<file path="src/common/cfra_pkg.sv">
/*
 * Shared constants and carriers for the card file record addressing unit.
 * Assumes one card clock and that all users import the whole package.
 */
package cfra_pkg;

   // ************************************************************
   // Widths and limits.
   // ************************************************************
   localparam int           REC_W       = 8;
   localparam int           ADDR_W      = 16;
   localparam int           TAG_W       = 16;
   localparam int           TAG_DEPTH   = 8;
   localparam logic [7:0]   MAX_RECS    = 8'hFE;
   localparam logic [7:0]   MAX_CYC_LEN = 8'hFE;
   localparam logic [7:0]   PTR_UNSET   = 8'h00;
   localparam logic [7:0]   FIRST_REC   = 8'h01;
   localparam logic [15:0]  FIRST_BYTE  = 16'h0000;

   // ************************************************************
   // Encodings.
   // ************************************************************
   typedef enum logic [1:0] {
      CFRA_TRANSP, CFRA_LINEAR, CFRA_CYCLIC, CFRA_TLV
   } cfra_ftype_t;

   typedef enum logic [1:0] {
      CFRA_ABS, CFRA_NEXT, CFRA_PREV, CFRA_CUR
   } cfra_mode_t;

   typedef enum logic [2:0] {
      CFRA_READ, CFRA_UPDATE, CFRA_SEARCH, CFRA_TAG_ADD, CFRA_TAG_DEL
   } cfra_op_t;

   // ************************************************************
   // Carriers.
   // ************************************************************
   typedef struct packed {
      cfra_ftype_t         ftype;
      logic [REC_W-1:0]    rec_len;
      logic [REC_W-1:0]    rec_cnt;
      logic [ADDR_W-1:0]   size;
   } cfra_sel_t;

   typedef struct packed {
      logic [REC_W-1:0]    rec_len;
      logic [ADDR_W-1:0]   total_len;
   } cfra_info_t;

   typedef struct packed {
      cfra_op_t            op;
      cfra_mode_t          mode;
      logic [REC_W-1:0]    rec_num;
      logic [ADDR_W-1:0]   offset;
      logic [ADDR_W-1:0]   count;
      logic [TAG_W-1:0]    tag;
   } cfra_req_t;

   typedef struct packed {
      logic                err;
      logic [REC_W-1:0]    rec_num;
      logic [ADDR_W-1:0]   addr;
      logic [ADDR_W-1:0]   len;
   } cfra_ans_t;

endpackage : cfra_pkg

</file>
<file path="src/design/cfra_tag_table.sv">
/*
 * Tag table of the currently selected tag-length-value file.
 * Assumes the caller never adds a tag that is already present.
 */
`timescale 1ns/1ps
module cfra_tag_table
   import cfra_pkg::*;
#(
   parameter int DEPTH = TAG_DEPTH
) (
   input  wire logic             core_clk,
   input  wire logic             rst,
   input  wire logic             clear,
   input  wire logic [TAG_W-1:0] look_tag,
   output logic                  hit,
   output logic                  full,
   input  wire logic             wr_add,
   input  wire logic             wr_del
);

   // ************************************************************
   // Storage and lookup.
   // ************************************************************
   logic [TAG_W-1:0] tags [DEPTH];
   logic [DEPTH-1:0] used;
   logic [DEPTH-1:0] match;
   logic [DEPTH-1:0] free_one;

   always_comb begin
      for (int i = 0; i < DEPTH; i++) begin
         match[i] = used[i] && (tags[i] == look_tag);
      end
   end

   // Lowest free slot only, so one add never fills two slots.
   assign free_one = ~used & (used + 1'b1);
   assign hit      = |match;
   assign full     = &used;

   always_ff @(posedge core_clk or posedge rst) begin
      if (rst) begin
         used <= '0;
      end else if (clear) begin
         used <= '0;
      end else if (wr_add) begin
         used <= used | free_one;
      end else if (wr_del) begin
         used <= used & ~match;
      end
   end

   always_ff @(posedge core_clk) begin
      for (int i = 0; i < DEPTH; i++) begin
         if (wr_add && free_one[i]) begin
            tags[i] <= look_tag;
         end
      end
   end
endmodule : cfra_tag_table

</file>
<file path="src/design/cfra_addr_unit.sv">
/*
 * Record pointer and address unit for transparent, linear, cyclic and
 * tag-length-value stored files.
 * Assumes a command processor that selects a file, issues requests,
 * compares search patterns against storage, and commits or aborts.
 */
`timescale 1ns/1ps

// How it works
// - Transparent files use byte offset plus count, first byte at zero.
// - Linear record numbering starts at record 1, all records equal length.
// - Selection reports record length and length times record count.
// - Any linear record is reachable directly by its number.
// - Unset pointer: next gives first record, previous gives last.
// - Set pointer in linear file: current, next unless last, prev unless 1.
// - Search walks records and takes the first pattern match.
// - An aborted operation leaves the pointer where it was.
// - Linear files hold at most 254 records of at most 255 bytes.
// - Cyclic files hold at most 254 records of at most 254 bytes.
// - Cyclic next from last record wraps to record 1.
// - Cyclic previous from record 1 wraps to last record.
// - Cyclic record 1 is newest data, record n the oldest.
// - Cyclic store overwrites the oldest record.
// - Cyclic updates accept only previous mode.
// - Cyclic reads accept next, previous, current and record number.
// - A tag occurs at most once in a tag-length-value file.
module cfra_addr_unit
   import cfra_pkg::*;
(
   input  wire logic              core_clk,
   input  wire logic              rst,
   input  wire logic              sel_valid,
   input  wire cfra_sel_t         sel,
   output logic                   sel_err,
   output cfra_info_t             info,
   input  wire logic              req_valid,
   output logic                   req_ready,
   input  wire cfra_req_t         req,
   output logic                   ans_valid,
   output cfra_ans_t              ans,
   input  wire logic              done_ok,
   input  wire logic              done_abort,
   output logic                   scan_valid,
   output logic [ADDR_W-1:0]      scan_addr,
   input  wire logic              scan_match,
   output logic [REC_W-1:0]       rec_ptr
);

   // ************************************************************
   // Helpers.
   // ************************************************************
   function automatic logic [REC_W-1:0] cfra_phys(
      input logic             cyc,
      input logic [REC_W-1:0] head,
      input logic [REC_W-1:0] k,
      input logic [REC_W-1:0] n
   );
      logic [REC_W:0] s;
      s = {1'b0, head} + {1'b0, k} - {1'b0, FIRST_REC};
      if (!cyc) begin
         s = {1'b0, k} - {1'b0, FIRST_REC};
      end else if (s >= {1'b0, n}) begin
         s = s - {1'b0, n};
      end
      return s[REC_W-1:0];
   endfunction : cfra_phys

   function automatic logic [ADDR_W-1:0] cfra_base(
      input logic [REC_W-1:0] idx,
      input logic [REC_W-1:0] len
   );
      return {8'h00, idx} * {8'h00, len};
   endfunction : cfra_base

   typedef enum logic [1:0] {CFRA_IDLE, CFRA_SCAN, CFRA_PEND} cfra_state_t;

   // ************************************************************
   // State.
   // ************************************************************
   cfra_state_t         state;
   cfra_state_t         next_state;
   cfra_sel_t           file;
   logic [REC_W-1:0]    ptr;
   logic [REC_W-1:0]    head;
   logic [REC_W-1:0]    scan_idx;
   logic [REC_W-1:0]    pend_ptr;
   logic [REC_W-1:0]    pend_head;
   logic                pend_add;
   logic                pend_del;
   logic [TAG_W-1:0]    pend_tag;
   logic [REC_W-1:0]    tgt;
   logic                tgt_err;
   logic                next_err;
   logic                tag_hit;
   logic                tag_full;

   wire take     = req_valid && req_ready;
   wire is_cyc   = file.ftype == CFRA_CYCLIC;
   wire is_rec   = is_cyc || file.ftype == CFRA_LINEAR;
   wire rd_wr    = req.op == CFRA_READ || req.op == CFRA_UPDATE;
   wire cyc_upd  = is_cyc && req.op == CFRA_UPDATE;
   wire commit   = state == CFRA_PEND && done_ok && !done_abort;
   wire at_last  = ptr == file.rec_cnt;
   wire scan_end = scan_idx == file.rec_cnt;
   wire [ADDR_W:0] tr_end = {1'b0, req.offset} + {1'b0, req.count};
   wire sel_cyc  = sel.ftype == CFRA_CYCLIC;
   wire sel_rec  = sel_cyc || sel.ftype == CFRA_LINEAR;
   // Record length is eight bits wide, so 255 bytes is the hard ceiling.
   wire sel_bad  = sel_rec && (sel.rec_cnt == PTR_UNSET
                   || sel.rec_cnt > MAX_RECS
                   || sel.rec_len == PTR_UNSET
                   || (sel_cyc && sel.rec_len > MAX_CYC_LEN));
   wire [REC_W-1:0] tgt_phys = cfra_phys(is_cyc, head, tgt, file.rec_cnt);
   wire [REC_W-1:0] nxt_scan = scan_idx + FIRST_REC;
   wire [TAG_W-1:0] look_tag = state == CFRA_PEND ? pend_tag : req.tag;

   assign req_ready  = state == CFRA_IDLE && !sel_valid;
   assign scan_valid = state == CFRA_SCAN;
   assign rec_ptr    = ptr;

   // ************************************************************
   // Target record for pointer-based and numbered access.
   // ************************************************************
   always_comb begin
      tgt     = ptr;
      tgt_err = 1'b0;
      case (req.mode)
         CFRA_ABS: begin
            tgt     = req.rec_num;
            tgt_err = req.rec_num == PTR_UNSET
                      || req.rec_num > file.rec_cnt;
         end
         CFRA_NEXT: begin
            if (ptr == PTR_UNSET) begin
               tgt = FIRST_REC;
            end else if (at_last) begin
               tgt     = FIRST_REC;
               tgt_err = !is_cyc;
            end else begin
               tgt = ptr + FIRST_REC;
            end
         end
         CFRA_PREV: begin
            if (ptr == PTR_UNSET) begin
               tgt = file.rec_cnt;
            end else if (ptr == FIRST_REC) begin
               tgt     = file.rec_cnt;
               tgt_err = !is_cyc;
            end else begin
               tgt = ptr - FIRST_REC;
            end
         end
         CFRA_CUR: begin
            tgt_err = ptr == PTR_UNSET;
         end
         default: begin
            tgt_err = 1'b1;
         end
      endcase
      // A cyclic store always lands on the oldest slot.
      if (cyc_upd) begin
         tgt     = file.rec_cnt;
         tgt_err = req.mode != CFRA_PREV;
      end
   end

   always_comb begin
      case (file.ftype)
         CFRA_TRANSP: next_err = !rd_wr || tr_end > {1'b0, file.size};
         CFRA_TLV: begin
            if (req.op == CFRA_TAG_ADD) begin
               next_err = tag_hit || tag_full;
            end else begin
               next_err = req.op == CFRA_SEARCH || !tag_hit;
            end
         end
         default: begin
            // Reads take all four modes in both record kinds.
            next_err = req.op != CFRA_SEARCH
                       && (!rd_wr || tgt_err);
         end
      endcase
      next_err = next_err || sel_err;
   end

   // ************************************************************
   // Sequencer.
   // ************************************************************
   always_comb begin
      next_state = state;
      case (state)
         CFRA_IDLE: begin
            if (take && !next_err) begin
               next_state = (is_rec && req.op == CFRA_SEARCH)
                            ? CFRA_SCAN : CFRA_PEND;
            end
         end
         CFRA_SCAN: begin
            if (scan_match) begin
               next_state = CFRA_PEND;
            end else if (scan_end) begin
               next_state = CFRA_IDLE;
            end
         end
         CFRA_PEND: begin
            if (done_ok || done_abort) begin
               next_state = CFRA_IDLE;
            end
         end
         default: next_state = CFRA_IDLE;
      endcase
      if (sel_valid) begin
         next_state = CFRA_IDLE;
      end
   end

   always_ff @(posedge core_clk or posedge rst) begin
      if (rst) begin
         state <= CFRA_IDLE;
      end else begin
         state <= next_state;
      end
   end

   // ************************************************************
   // File selection and pointer.
   // ************************************************************
   always_ff @(posedge core_clk or posedge rst) begin
      if (rst) begin
         file    <= '0;
         sel_err <= 1'b0;
         info    <= '0;
         ptr     <= PTR_UNSET;
         head    <= PTR_UNSET;
      end else if (sel_valid) begin
         file           <= sel;
         sel_err        <= sel_bad;
         info.rec_len   <= sel.rec_len;
         info.total_len <= cfra_base(sel.rec_cnt, sel.rec_len);
         ptr            <= PTR_UNSET;
         head           <= PTR_UNSET;
      end else if (commit) begin
         // Abort takes no branch here, so the pointer stays put.
         ptr  <= pend_ptr;
         head <= pend_head;
      end
   end

   // ************************************************************
   // Answer, pending commit data and search walk.
   // ************************************************************
   always_ff @(posedge core_clk or posedge rst) begin
      if (rst) begin
         ans_valid <= 1'b0;
         ans       <= '0;
         pend_ptr  <= PTR_UNSET;
         pend_head <= PTR_UNSET;
         pend_add  <= 1'b0;
         pend_del  <= 1'b0;
         pend_tag  <= '0;
         scan_idx  <= FIRST_REC;
         scan_addr <= FIRST_BYTE;
      end else begin
         ans_valid <= 1'b0;
         if (take && !(is_rec && req.op == CFRA_SEARCH && !next_err)) begin
            ans_valid   <= 1'b1;
            ans.err     <= next_err;
            ans.rec_num <= is_rec ? tgt : PTR_UNSET;
            ans.addr    <= is_rec ? cfra_base(tgt_phys, file.rec_len)
                         : (file.ftype == CFRA_TRANSP ? req.offset
                            : FIRST_BYTE);
            ans.len     <= is_rec ? {8'h00, file.rec_len}
                         : (file.ftype == CFRA_TRANSP ? req.count
                            : FIRST_BYTE);
            pend_ptr    <= (!is_rec || req.mode == CFRA_ABS) ? ptr : tgt;
            pend_head   <= cyc_upd ? tgt_phys : head;
            pend_add    <= file.ftype == CFRA_TLV && req.op == CFRA_TAG_ADD;
            pend_del    <= file.ftype == CFRA_TLV && req.op == CFRA_TAG_DEL;
            pend_tag    <= req.tag;
            if (cyc_upd) begin
               pend_ptr <= FIRST_REC;
            end
         end else if (take) begin
            scan_idx  <= FIRST_REC;
            scan_addr <= cfra_base(cfra_phys(is_cyc, head, FIRST_REC,
                                   file.rec_cnt), file.rec_len);
            pend_head <= head;
            pend_add  <= 1'b0;
            pend_del  <= 1'b0;
         end else if (state == CFRA_SCAN) begin
            if (scan_match || scan_end) begin
               ans_valid   <= 1'b1;
               ans.err     <= !scan_match;
               ans.rec_num <= scan_idx;
               ans.addr    <= scan_addr;
               ans.len     <= {8'h00, file.rec_len};
               pend_ptr    <= scan_idx;
            end else begin
               scan_idx  <= nxt_scan;
               scan_addr <= cfra_base(cfra_phys(is_cyc, head, nxt_scan,
                                      file.rec_cnt), file.rec_len);
            end
         end
      end
   end

   cfra_tag_table #(
      .DEPTH    (TAG_DEPTH)
   ) u_tags (
      .core_clk (core_clk),
      .rst      (rst),
      .clear    (sel_valid),
      .look_tag (look_tag),
      .hit      (tag_hit),
      .full     (tag_full),
      .wr_add   (commit && pend_add),
      .wr_del   (commit && pend_del)
   );
endmodule : cfra_addr_unit

</file>
<file path="config.mk">
export PLATFORM = sky130hd
export DESIGN_NAME = cfra_addr_unit
export DESIGN_NICKNAME = d
export VERILOG_FILES = /design/src/common/cfra_pkg.sv /design/src/design/cfra_tag_table.sv /design/src/design/cfra_addr_unit.sv
export SDC_FILE = /design/constraint.sdc
export NUM_CORES = 1
export LEC_CHECK = 0
export BUFFER_PORTS_ARGS = -buffer_cell sky130_fd_sc_hd__buf_2
export CAP_MARGIN = 10
export CORE_MARGIN = 2
export CORE_UTILIZATION = 64
export CTS_BUF_LIST = sky130_fd_sc_hd__clkbuf_8
export DETAILED_ROUTE_END_ITERATION = 6
export HOLD_SLACK_MARGIN = 0.02
export PLACE_DENSITY = 0.84
export SLEW_MARGIN = 0
export SYNTH_ARGS = -nofsm -noshare
export SYNTH_HDL_FRONTEND = slang
export SYNTH_HIERARCHICAL = 1
export SYNTH_SLANG_ARGS = --single-unit
</file>
<file path="constraint.sdc">
create_clock -name core_clk -period 10.8 [get_ports core_clk]
set_input_delay 1.08 -clock core_clk [delete_from_list [all_inputs] [get_ports core_clk]]
set_output_delay 1.08 -clock core_clk [all_outputs]
set_load 0.02 [all_outputs]
</file>
==> summary.md <==
| Metric | Value |
|---|---|
| DP HPWL | `61600 um` |
| Top cell types by occurrence after synthesis | `nand2_1, inv_1, ha_1` |
| RSZ-0062 raised after global routing | `false` |
| Reg2reg path depth | `36` |
| CTS Buffer Depth | `3` |
| Sequential area share after synthesis | `0.314` |
| Critical path class | `reg -> reg` |
| Worst path slowest cell | `o311ai_0` |
| Reg2reg setup slack | `between 700 and 800 ps` |
| Final setup violating endpoints | `0` |
| Critical Path End Type | `flop` |
| Final slew viol count | `0` |
| Largest net degree at the start of global routing | `94` |
| Post-CTS sizing | `0` |
| DRT Pass-1 Iters | `7` |
| Synth warnings | `6` |
| Ys flop type | `dfrtp_1` |
| NumNets Final | `3435` |
| Worst-skew pair later-pin latency | `690 ps` |
| Final WL | `83600 um` |
| Slew margin rel. | `0.171` |
| GP Congestion | `0.973` |
| Vias in the first global route | `22600` |
| CTS buffer count | `52` |
| Clock Tree Root | `clkbuf_8` |
| Via Count | `22300` |
| Clk sinks | `305` |
| Sw Share | `0.480` |
| Via density | `between 6 and 7` |
| Asr flop ratio synth | `0.580` |
| Maximum vdd drop | `0.000902 V` |
| Die area | `42800 um^2` |
| FILL cells | `2962` |
| Top-count cell post-synth | `nand2_1` |
| Cell Pwr Density | `298 nW/um^2` |
| CP Depth | `36` |
| Post-synth top area share | `0.167` |
| Die X | `207 um` |
| Initial core utilization | `0.647` |
| Max-cap violation count | `0` |
| Status | `finished, violations left` |
| #FFs+latches synth | `roughly 310` |
| CP max stage delay | `610 ps` |
| Seq pwr share | `0.180` |
| Final Skew | `between 60 and 70 ps` |
| Violated checks | `design-rule violations` |
| Top Ports | `about 200` |
| Top cells by area, synth | `dfrtp_1, edfxtp_1, ha_1, fa_1, xnor2_1` |
| Top Family by Delay on Critical Path | `adder cells` |
| Critical path data required time | `11290 ps` |
| Overall routing resource usage | `0.399` |
| Synthesized cell area | `26400 um^2` |
| Setup Fix Bufs, Post-CTS | `0` |
| Post-synth EDFFs | `128` |
| Int Pwr | `0.00448 W` |
| Worst-Margin Slew | `around 1200 ps` |
| CTS tree | `yes` |
| Cell Rows | `74` |
| Clock power share | `0.139` |
| WP buf/inv | `4` |
| IO buf count | `194` |
| Die Y | `just over 200 um` |
| Post-cts hold buffer count | `0` |
| First-pass GRT wire length | `129000 um` |
| Synth unique cells | `between 90 and 100` |
| Final core occ | `0.710` |
| Drt wl/cell | `23.8 um` |
| Final hold viol count | `0` |
| Psw | `0.00414 W` |
| Setup TNS | `0 ps` |
| Initial antenna violation count | `2` |
| Post-Syn Instances | `2772` |
| Highest clock rate | `between 90 and 100 MHz` |
| Hold Crit Class | `in -> async` |
| Period utilisation layout | `0.934` |
| Share of cells above drive strength 1 | `0.141` |
| Gr ovfl total | `0` |
| Tmin final | `approximately 10000 ps` |
| Syn Nets | `3271` |
| Core ar. | `40700 um^2` |
| DRC viols | `2` |
| Average size of a mapped cell | `9.51 um^2` |
| Area Overhead vs Synth | `9.83%` |
| Startpoint Class | `flop` |
| CP max FO | `12` |
| Area leader, netlist | `dfrtp_1` |
| Comb pwr share | `0.681` |
| Starting DRT DRC Count | `2022` |
| Post-route ant nets | `0` |
| Leakage | `roughly 13 nW` |
| Diode count | `0` |
| Worst-path clk slew | `about 70 ps` |
| H-tree depth | `2` |
| Worst Path Arrival | `10570 ps` |
## sequential cells by signal, indices dropped and copies added (netlist names), 2 cells and up
register,count
ans,41
head,8
info,16
file,34
state,2
scan_addr,16
pend_head,8
rec_ptr,8
pend_ptr,8
u_tags/tags,128
pend_tag,16
u_tags/used,8
scan_idx,8
## cells by family after synthesis
| family | count (synthesis) | share of synthesized area |
|---|---|---|
| AND/OR/NAND/NOR | 853 | 0.157 |
| AO/OA/AOI/OAI | 490 | 0.126 |
| buffers and inverters | 429 | 0.0668 |
| adder cells (fa/ha/maj) | 397 | 0.231 |
| flip-flops | 305 | 0.314 |
| XOR/XNOR | 228 | 0.0761 |
| multiplexers | 70 | 0.0293 |
## power by group through the flow
stage	sequential, W	clock, W	combinational, W
finish	0.00155	0.00120	0.00587
global route	0.00156	0.00126	0.00659
CTS	0.00154	0.00121	0.00580
detailed placement	0.00156	0	0.00571
global placement	0.00155	0	0.00554
floorplan	0.00159	0	0.00426
## metrics by stage
stage	hold slack (ps)	setup slack (ps)	total power, W	std cells	cell area, um^2
finish	434	716	0.00862	3511	28900
global route	433	142	0.00941	3511	28900
CTS	400	682	0.00855	3511	28900
detailed placement	456	502	0.00727	3414	27700
global placement	452	661	0.00709	3414	27700
floorplan	435	1250	0.00585	2772	26400
## worst paths after layout
path                              startpoint        endpoint
worst min register to register  pend_head[3]    pend_head[3]
worst min-delay path                     rst  u_tags/used[1]
min in group core_clk           pend_head[3]    pend_head[3]
worst max-delay path              rec_ptr[1]         ans[30]
worst max register to register    rec_ptr[1]         ans[30]
max in group asynchronous                rst        info[12]
## area by class of cell
type                            count  area (um^2)  share of cell area
Clock buffer                       66          908              0.0314
Clock inverter                     31          288             0.00994
Inverter                          299         1130              0.0390
Multi-Input combinational cell   2038        16400               0.565
Sequential cell                   305         8280               0.286
Tap cell                          532          666              0.0230
Timing Repair Buffer              240         1320              0.0456
## worst reg2reg max path: cells and delay by family (launching register included)
family                   cells  cell delay, ps
adder cells (fa/ha/maj)     10            3820
multiplexers                 1             340
flip-flops                   1             530
buffers and inverters        4             250
XOR/XNOR                     2             270
AND/OR/NAND/NOR              7            1610
AO/OA/AOI/OAI               12            3120
## per-layer routing
layer,vias to the layer above,part of all wire,GRT usage
met5,-,0.00026,0
met4,4,0.052,0.186
met3,253,0.12,0.110
met2,1258,0.45,0.630
met1,10900,0.38,0.514
li1,9848,-,-
## cells in the final DEF (no fill, tap or decap), types with 43 or more instances in the layout
cell type and count:
inv_1 312, nand2_1 309, ha_1 247, xnor2_1 193, buf_2 193, dfrtp_1 175, nor2_1 169, fa_1 150
edfxtp_1 128, o21ai_0 111, a21oi_1 110, and2_1 74, clkbuf_8 66, nor3_1 63, mux2_2 57, nand4_1 52
buf_4 47, nand3_1 43
No activity file was read; power rests on OpenSTA's default activity.
